## src/include/cic_pkg.sv

```systemverilog
// Shared constants and types of the conflict instruction cache.
// Assumes a 24-bit instruction address and a 24-bit instruction word.
package cic_pkg;
    // ------------------------------------------------------------
    // Geometry
    // ------------------------------------------------------------
    localparam int ADDR_W = 24; // Instruction address width.
    localparam int INSTR_W = 24; // Instruction word width.
    localparam int SET_W = 5; // Set index is address bits 4..0.
    localparam int SETS = 32; // Number of two-entry sets.
    localparam int TAG_W = ADDR_W - SET_W; // Stored upper address bits.
    // ------------------------------------------------------------
    // Cache mode control register
    // ------------------------------------------------------------
    localparam int CTL_W = 8; // Register width.
    localparam int CTL_DM_EN_BIT = 5; // Data-memory bus caching enable.
    localparam int CTL_FRZ_BIT = 6; // Freeze bit.
    localparam int CTL_PM_EN_BIT = 7; // Program-memory bus caching enable.
    localparam logic [7:0] CTL_RESET = 8'ha0; // Both enables on, freeze off.
    localparam logic [7:0] CTL_MASK = 8'he0; // Implemented bits.
    // ------------------------------------------------------------
    // Effect latencies of a control write, in cycles
    // ------------------------------------------------------------
    localparam int EN_EFFECT_LAT = 5; // Enable bits.
    localparam int FRZ_EFFECT_LAT = 4; // Freeze bit.
    // ------------------------------------------------------------
    // Conflict lookup request from the sequencer.
    // ------------------------------------------------------------
    typedef struct packed {
        logic pm_data; // Executing instruction uses the program-memory bus.
        logic dm_data; // Data-memory bus transfer this cycle.
        logic [ADDR_W-1:0] dm_block; // Block targeted by that transfer.
        logic [ADDR_W-1:0] fetch_block; // Block of the current fetch.
        logic [ADDR_W-1:0] fetch_addr; // Fetch address, three ahead of execute.
    } cic_req_t;
endpackage : cic_pkg

```

## src/verilog/cic_cache.sv

```systemverilog
// Conflict instruction cache: 64 entries in 32 two-way sets, filled on
// fetch conflicts, controlled by the cache mode control register.
// Assumes the sequencer stops issuing lookups while a miss is stalled and
// presents the memory instruction during the stall cycle.
//
// Function
// - Program-bus data access is a bus conflict.
// - Data-bus access to fetch block: block conflict.
// - Look up conflicts; hit delivers without stall.
// - Miss fetches next cycle, one stall.
// - Cache the n+3 fetch, not executing one.
// - Fill only when enabled and not frozen.
// - 64 entries, 32 sets, index bits 4..0.
// - Hit needs valid entry with matching address.
// - Recency bit points at entry not used.
// - Fill into recency entry, then invert bit.
// - Reset: all invalid, enabled, unfrozen.
// - Bit 5 enables data-bus conflict caching.
// - Bit 6 freezes cache contents.
// - Bit 7 enables program-bus conflict caching.
// - Reset sets enables, clears freeze.
// - Flush clears every valid bit.
// - Register reached only by register moves.
// - Writes act after five cycles, freeze four.
`timescale 1ns/1ps
module cic_cache (
    input wire logic i_sys_clk,
    input wire logic i_rst_n,
    input wire logic i_req_valid,
    input wire cic_pkg::cic_req_t i_req,
    input wire logic [cic_pkg::INSTR_W-1:0] i_mem_instr,
    input wire logic i_flush,
    input wire logic i_reg_wr,
    input wire logic [cic_pkg::CTL_W-1:0] i_reg_wdata,
    output logic [cic_pkg::CTL_W-1:0] o_reg_rdata,
    output logic o_hit,
    output logic [cic_pkg::INSTR_W-1:0] o_instr,
    output logic o_stall
);
    // ------------------------------------------------------------
    // Helper functions
    // ------------------------------------------------------------
    // Set index of an address.
    function automatic logic [cic_pkg::SET_W-1:0] set_of(
        input logic [cic_pkg::ADDR_W-1:0] a);
        set_of = a[cic_pkg::SET_W-1:0];
    endfunction : set_of

    // Stored upper part of an address.
    function automatic logic [cic_pkg::TAG_W-1:0] tag_of(
        input logic [cic_pkg::ADDR_W-1:0] a);
        tag_of = a[cic_pkg::ADDR_W-1:cic_pkg::SET_W];
    endfunction : tag_of

    // ------------------------------------------------------------
    // Storage
    // ------------------------------------------------------------
    logic [1:0][cic_pkg::SETS-1:0] vld_q; // Valid bit per way and set.
    logic [cic_pkg::SETS-1:0] lru_q; // Entry not used last per set.
    logic [cic_pkg::TAG_W-1:0] tag0_q [cic_pkg::SETS]; // Way 0 addresses.
    logic [cic_pkg::TAG_W-1:0] tag1_q [cic_pkg::SETS]; // Way 1 addresses.
    logic [cic_pkg::INSTR_W-1:0] dat0_q [cic_pkg::SETS]; // Way 0 words.
    logic [cic_pkg::INSTR_W-1:0] dat1_q [cic_pkg::SETS]; // Way 1 words.
    logic [cic_pkg::CTL_W-1:0] ctl_q; // Architectural control value.
    logic [cic_pkg::EN_EFFECT_LAT-1:0] pm_pipe_q; // Delay of bit 7.
    logic [cic_pkg::EN_EFFECT_LAT-1:0] dm_pipe_q; // Delay of bit 5.
    logic [cic_pkg::FRZ_EFFECT_LAT-1:0] frz_pipe_q; // Delay of bit 6.
    logic pend_q; // A miss is waiting for its memory fetch.
    logic pend_fill_q; // That miss may be written into the cache.
    logic [cic_pkg::ADDR_W-1:0] pend_addr_q; // Address of the missed fetch.

    // ------------------------------------------------------------
    // Conflict detection and lookup
    // ------------------------------------------------------------
    logic bus_conf; // Bus conflict.
    logic blk_conf; // Block conflict.
    logic req; // Lookup taken this cycle.
    logic [cic_pkg::SET_W-1:0] idx; // Indexed set.
    logic hit0; // Way 0 matches.
    logic hit1; // Way 1 matches.
    logic hit_c; // Lookup hits.
    logic pm_en; // Effective program-bus enable.
    logic dm_en; // Effective data-bus enable.
    logic frz; // Effective freeze.
    logic fill_ok; // A miss now may later be cached.
    logic fill_c; // Fill happens this cycle.
    logic [cic_pkg::INSTR_W-1:0] hit_data; // Word of the matching way.

    // A lookup is taken only for a real conflict. While a miss waits for
    // memory the sequencer is stalled, so a request in that cycle is ignored.
    assign bus_conf = i_req.pm_data;
    assign blk_conf = i_req.dm_data && (i_req.dm_block == i_req.fetch_block);
    assign req = i_req_valid && !pend_q && (bus_conf || blk_conf);
    assign idx = set_of(i_req.fetch_addr);
    assign hit0 = vld_q[0][idx] && (tag0_q[idx] == tag_of(i_req.fetch_addr));
    assign hit1 = vld_q[1][idx] && (tag1_q[idx] == tag_of(i_req.fetch_addr));
    assign hit_c = hit0 || hit1;
    assign hit_data = hit1 ? dat1_q[idx] : dat0_q[idx];
    assign pm_en = pm_pipe_q[cic_pkg::EN_EFFECT_LAT-1];
    assign dm_en = dm_pipe_q[cic_pkg::EN_EFFECT_LAT-1];
    assign frz = frz_pipe_q[cic_pkg::FRZ_EFFECT_LAT-1];
    // Either conflict kind counts under its own enable, and freeze blocks both.
    assign fill_ok = ((bus_conf && pm_en) || (blk_conf && dm_en)) && !frz;
    assign fill_c = pend_q && pend_fill_q && !i_flush;

    // ------------------------------------------------------------
    // Control register, written by a register move only
    // ------------------------------------------------------------
    // Reserved bits are dropped so they read as zero.
    always_ff @(posedge i_sys_clk or negedge i_rst_n) begin
        if (!i_rst_n) begin
            ctl_q <= cic_pkg::CTL_RESET;
        end else if (i_reg_wr) begin
            ctl_q <= i_reg_wdata & cic_pkg::CTL_MASK;
        end
    end

    // Read value of the register move; it shows the written value at once.
    always_ff @(posedge i_sys_clk or negedge i_rst_n) begin
        if (!i_rst_n) begin
            o_reg_rdata <= cic_pkg::CTL_RESET;
        end else if (i_reg_wr) begin
            o_reg_rdata <= i_reg_wdata & cic_pkg::CTL_MASK;
        end else begin
            o_reg_rdata <= ctl_q;
        end
    end

    // Delay lines that give each mode bit its effect latency.
    // The pipes reset to the reset mode, so a write made right after reset
    // is the first change that reaches the lookup logic.
    always_ff @(posedge i_sys_clk or negedge i_rst_n) begin
        if (!i_rst_n) begin
            pm_pipe_q <= '1;
            dm_pipe_q <= '1;
            frz_pipe_q <= '0;
        end else begin
            pm_pipe_q <= {pm_pipe_q[cic_pkg::EN_EFFECT_LAT-2:0], ctl_q[cic_pkg::CTL_PM_EN_BIT]};
            dm_pipe_q <= {dm_pipe_q[cic_pkg::EN_EFFECT_LAT-2:0], ctl_q[cic_pkg::CTL_DM_EN_BIT]};
            frz_pipe_q <= {frz_pipe_q[cic_pkg::FRZ_EFFECT_LAT-2:0], ctl_q[cic_pkg::CTL_FRZ_BIT]};
        end
    end

    // ------------------------------------------------------------
    // Answer to the sequencer
    // ------------------------------------------------------------
    // A hit answers with the word and no stall; a miss raises one stall.
    always_ff @(posedge i_sys_clk or negedge i_rst_n) begin
        if (!i_rst_n) begin
            o_hit <= 1'b0;
            o_stall <= 1'b0;
            o_instr <= '0;
        end else begin
            o_hit <= req && hit_c;
            o_stall <= req && !hit_c;
            if (req && hit_c) begin
                o_instr <= hit_data;
            end
        end
    end

    // Miss bookkeeping for the stall cycle.
    always_ff @(posedge i_sys_clk or negedge i_rst_n) begin
        if (!i_rst_n) begin
            pend_q <= 1'b0;
            pend_fill_q <= 1'b0;
            pend_addr_q <= '0;
        end else begin
            pend_q <= req && !hit_c;
            pend_fill_q <= req && !hit_c && fill_ok;
            if (req && !hit_c) begin
                pend_addr_q <= i_req.fetch_addr;
            end
        end
    end

    // ------------------------------------------------------------
    // Valid bits and recency
    // ------------------------------------------------------------
    // Flush clears all entries and overrides a fill in the same cycle.
    always_ff @(posedge i_sys_clk or negedge i_rst_n) begin
        if (!i_rst_n) begin
            vld_q <= '0;
        end else if (i_flush) begin
            vld_q <= '0;
        end else if (fill_c) begin
            vld_q[lru_q[set_of(pend_addr_q)]][set_of(pend_addr_q)] <= 1'b1;
        end
    end

    // Recency points at the unused way after a hit, flips after a fill.
    // A hit and a fill never share a cycle, because a pending miss blocks lookups.
    always_ff @(posedge i_sys_clk or negedge i_rst_n) begin
        if (!i_rst_n) begin
            lru_q <= '0;
        end else if (fill_c) begin
            lru_q[set_of(pend_addr_q)] <= !lru_q[set_of(pend_addr_q)];
        end else if (req && hit_c) begin
            lru_q[idx] <= !hit1;
        end
    end

    // Entry contents need no reset; valid bits guard them.
    always_ff @(posedge i_sys_clk) begin
        if (fill_c && !lru_q[set_of(pend_addr_q)]) begin
            tag0_q[set_of(pend_addr_q)] <= tag_of(pend_addr_q);
            dat0_q[set_of(pend_addr_q)] <= i_mem_instr;
        end
        if (fill_c && lru_q[set_of(pend_addr_q)]) begin
            tag1_q[set_of(pend_addr_q)] <= tag_of(pend_addr_q);
            dat1_q[set_of(pend_addr_q)] <= i_mem_instr;
        end
    end

    // ------------------------------------------------------------
    // Assertions
    // ------------------------------------------------------------
    // Set and way that the pending fill writes, used by the checks below.
    logic [cic_pkg::SET_W-1:0] fill_set; // Set of the missed fetch.
    logic fill_way; // Way named by the recency bit of that set.
    assign fill_set = set_of(pend_addr_q);
    assign fill_way = lru_q[fill_set];
endmodule : cic_cache

```

## config.mk

```make
export PLATFORM = sky130hd
export DESIGN_NAME = cic_cache
export DESIGN_NICKNAME = d
export VERILOG_FILES = /design/src/include/cic_pkg.sv /design/src/verilog/cic_cache.sv
export SDC_FILE = /design/constraint.sdc
export NUM_CORES = 2
export LEC_CHECK = 0
export ABC_AREA = 1
export ABC_CLOCK_PERIOD_IN_PS = 4750
export BUFFER_PORTS_ARGS = -buffer_cell sky130_fd_sc_hd__buf_2
export CAP_MARGIN = 20
export CORE_MARGIN = 3
export CORE_UTILIZATION = 63
export CTS_CLUSTER_DIAMETER = 120
export DETAILED_ROUTE_END_ITERATION = 8
export PLACE_DENSITY = 0.8
export SYNTH_ARGS = -nofsm -noshare
export SYNTH_HDL_FRONTEND = slang
export SYNTH_SLANG_ARGS = --single-unit
```

## constraint.sdc

```tcl
create_clock -name i_sys_clk -period 4.75 [get_ports i_sys_clk]
set_input_delay 0.95 -clock i_sys_clk [delete_from_list [all_inputs] [get_ports i_sys_clk]]
set_output_delay 0.95 -clock i_sys_clk [all_outputs]
set_load 0.005 [all_outputs]
```

==> summary.txt <==
Floorplanning
  • Core Rows: 155
  • I/O pin total: 145
  • Initial Util: 63.5%
  • Core area: 179,000 µm²
  • Die area: 185,000 µm²
  • Die height: 431 µm
  • Die width: 431 µm

Critical path
  • Ordered list of cells on the worst path: nor2_1 -> a22oi_1 -> a21oi_1 -> nor4_1 -> nand2_4 -> inv_4 -> nor2_4 -> buf_12
  • Worst setup SP type: flop
  • Critical Path Sink: tag1_q[4][16]$_DFFE_PP_
  • CP max stage cell: nor2_4
  • Crit-path max FO: 58
  • Worst r2r src: pend_addr_q[1]$_DFFE_PN0P_
  • Worst Reg-to-Reg Cells: 8
  • Reg-to-Reg End: tag1_q[4][16]$_DFFE_PP_
  • Crit. Startpoint: pend_addr_q[1]$_DFFE_PN0P_
  • Reg-to-reg setup timing slack: 660 ps
  • Worst setup EP type: flop
  • CP peak stage delay: 970 ps
  • Kind of critical path: flop to flop
  • Worst endpoint required time: 5330 ps
  • Arr. time, crit path: 4670 ps

Power and ir drop
  • Leakage: 46.2 nW
  • P per Cell Area: 415 nW/µm²
  • Pwr Total: 53.2 mW
  • Max rail drop VDD: 0.477 mV

Routing
  • Vias per std cell: 6.55
  • Final WL: 331 mm
  • DR WL/cell: 28.7 µm
  • Remaining antenna violation count: 0
  • Starting DRT DRC Count: 12,880
  • Via count: 75,538
  • DRC Markers: 0
  • Drt first pass iters: 7

STA
  • Fin crit period: 4090 ps
  • Setup TNS: 0 ps
  • Max-slew violations: 0
  • Fmax: 0.245 GHz
  • Final Hold Viols: 0
  • Clock Skew: 54.1 ps
  • Fin Hold WS: 141 ps
  • Least-Margin Pin Slew: 1100 ps
  • Setup ws final: 661 ps
  • RSZ-0062 raised after global routing: no
  • Final Cycle Share: 86.1%
  • Slew HR: 26.3%
  • Setup violation total in the final timing report: 0

Place
  • DP HPWL: 173 mm
  • Placed Instances: 11,014
  • Global placement routability congestion: 0.950
  • Port-buffer cells: 134
  • Pre-CTS setup slack: 196 ps
  • Dpl cell area: 119,000 µm²

Finish
  • Layout cells sized above 1: 10.4%
  • Layout Nets: 9,077
  • Fin cells: 11,527
  • Post-route cell area: 128,000 µm²
  • Commonest non-fill, non-tap cell in the layout: nand2_1
  • Finished Core Util: 71.6%
  • Layout area overhead: 12.7%
  • Most frequent cells in the layout: 3,062 x nand2_1, 2,752 x edfxtp_1, 796 x a22oi_1

Clock tree
  • Post CTS Setup Buffer Count: 0
  • Clk root buf: clkbuf_16
  • Clk pin slew, worst setup/hold paths: 60 ps
  • H-tree levels: 5
  • Resized cells post-CTS: 0
  • Longest Clk Path Bufs: 4
  • Skew-Pair Late Insertion Delay: 930 ps
  • CTS tree: done
  • CTS buffer count: 291
  • Post-cts hold buffer count: 0
  • CTS Sinks: 2,916

Global routing
  • Total GRT Usage: 35.0%
  • Initial antenna violation count: 17
  • First-pass GRT wire length: 472 mm
  • Grt total ovfl: 0
  • Vias in the first global route: 73,166
  • Largest net degree at the start of global routing: 122

Synthesis
  • Sequential area share after synthesis: 76.4%
  • Post-Synthesis Cells: 8,709
  • Syn avg cell area: 13.0 µm²
  • Cell Area, Synth: 114,000 µm²
  • Synthesis warning total: 0
  • Count of distinct cell types in the synthesized netlist: 41
  • FF+latch count, synth: 2,916

Min path
  • HP Class: input pin to asynchronous set/reset pin

Flow run
  • MaxCap Viol Count: 0

Run status
  • Outcome: completed
==> area by class of cell <==
cell class / count / area, µm²
Sequential cell: 2916 / 86800
Inverter: 206 / 811
Fill cell: 10708 / 50700
Clock inverter: 110 / 947
Antenna cell: 10 / 25.0
Multi-Input combinational cell: 5114 / 24500
Timing Repair Buffer: 437 / 4320
Tap cell: 2355 / 2950
Clock buffer: 379 / 7760
==> how the worst min path moves through the flow <==
| stage | startpoint | end | depth (start not counted) |
|---|---|---|---|
| after floorplan | frz_pipe_q[0]$_DFF_PN0_ | frz_pipe_q[1]$_DFF_PN0_ | 0 |
| after global placement | frz_pipe_q[2]$_DFF_PN0_ | frz_pipe_q[3]$_DFF_PN0_ | 0 |
| after detailed placement | frz_pipe_q[2]$_DFF_PN0_ | frz_pipe_q[3]$_DFF_PN0_ | 0 |
| after CTS | i_rst_n | o_reg_rdata[6]$_DFFE_PN0P_ | 1 |
| after global routing | i_rst_n | o_reg_rdata[6]$_DFFE_PN0P_ | 1 |
| final | i_rst_n | o_reg_rdata[6]$_DFFE_PN0P_ | 1 |
==> synth_stat cells <==
master / number / area (µm²)
mux2_2: 3 / 33.8
nand3_2: 1 / 10.0
inv_2: 8 / 30.0
a2111o_1: 4 / 45.0
a21boi_0: 1 / 7.51
a21oi_1: 364 / 1820
o21ai_1: 20 / 100
nor4_1: 22 / 138
dfstp_2: 12 / 315
o21ai_0: 136 / 681
nor3b_1: 1 / 7.51
clkinv_1: 1 / 3.75
nand2_1: 3064 / 11500
a22oi_1: 796 / 5980
or2_2: 48 / 300
inv_1: 196 / 736
nor3_1: 51 / 255
inv_4: 1 / 6.26
xnor2_1: 5 / 43.8
nor2_1: 229 / 860
buf_6: 4 / 45.0
nor2_4: 2 / 22.5
nand2_4: 1 / 11.3
a211oi_1: 2 / 15.0
xor2_1: 6 / 52.6
conb_1: 1 / 3.75
nor3_4: 2 / 32.5
buf_4: 20 / 150
a22o_1: 1 / 8.76
buf_1: 60 / 225
buf_2: 192 / 961
nor3_2: 5 / 50.1
a2111oi_0: 28 / 245
nand3_1: 213 / 1070
nand2_2: 3 / 18.8
nand4_1: 64 / 400
clkbuf_1: 201 / 754
o2111ai_1: 2 / 17.5
edfxtp_1: 2752 / 82600
dfrtp_1: 152 / 3800
o22ai_1: 35 / 219
==> cells by family (layout without fill, tap and decap cells) <==
| family | Yosys count | after routing | synth area share [%] |
|---|---|---|---|
| compound gates | 1389 | 1389 | 8.04 |
| xor+xnor | 11 | 11 | 0.0848 |
| buf+inv | 683 | 1132 | 2.56 |
| flops | 2916 | 2916 | 76.4 |
| mux | 3 | 3 | 0.0297 |
| other cells | 1 | 15 | 0.00330 |
| simple gates | 3706 | 3706 | 12.9 |
==> sequential cells by signal, indices dropped and copies added (netlist names), 24 cells and up <==
name,cells
dat0_q,768
pend_addr_q,24
dat1_q,768
o_instr,24
tag1_q,608
lru_q,32
vld_q,64
tag0_q,608
==> routing by layer <==
layer	wire length (µm)	global-route usage [%]	up-vias
met4	20700	19.8	12
met3	45200	8.28	1262
li1	-	-	31830
met1	110000	45.5	36202
met2	155000	55.0	6232
met5	93	0	-
==> worst max-delay path: cells and delay by family, from the launching register on <==
kind,cells,cell delay [ps]
AND/OR/NAND/NOR,4,2080
flip-flops,1,420
buffers and inverters,2,740
AO/OA/AOI/OAI,2,500
==> power breakdown <==
group	switching [mW]	leakage (nW)	total [mW]	internal, mW
registers	0.128	27.0	28.6	28.5
logic	2.26	15.0	2.99	0.729
clock network	9.23	4.22	21.6	12.3
total	11.6	46.2	53.2	41.6
No activity file was read; power rests on OpenSTA's default activity.
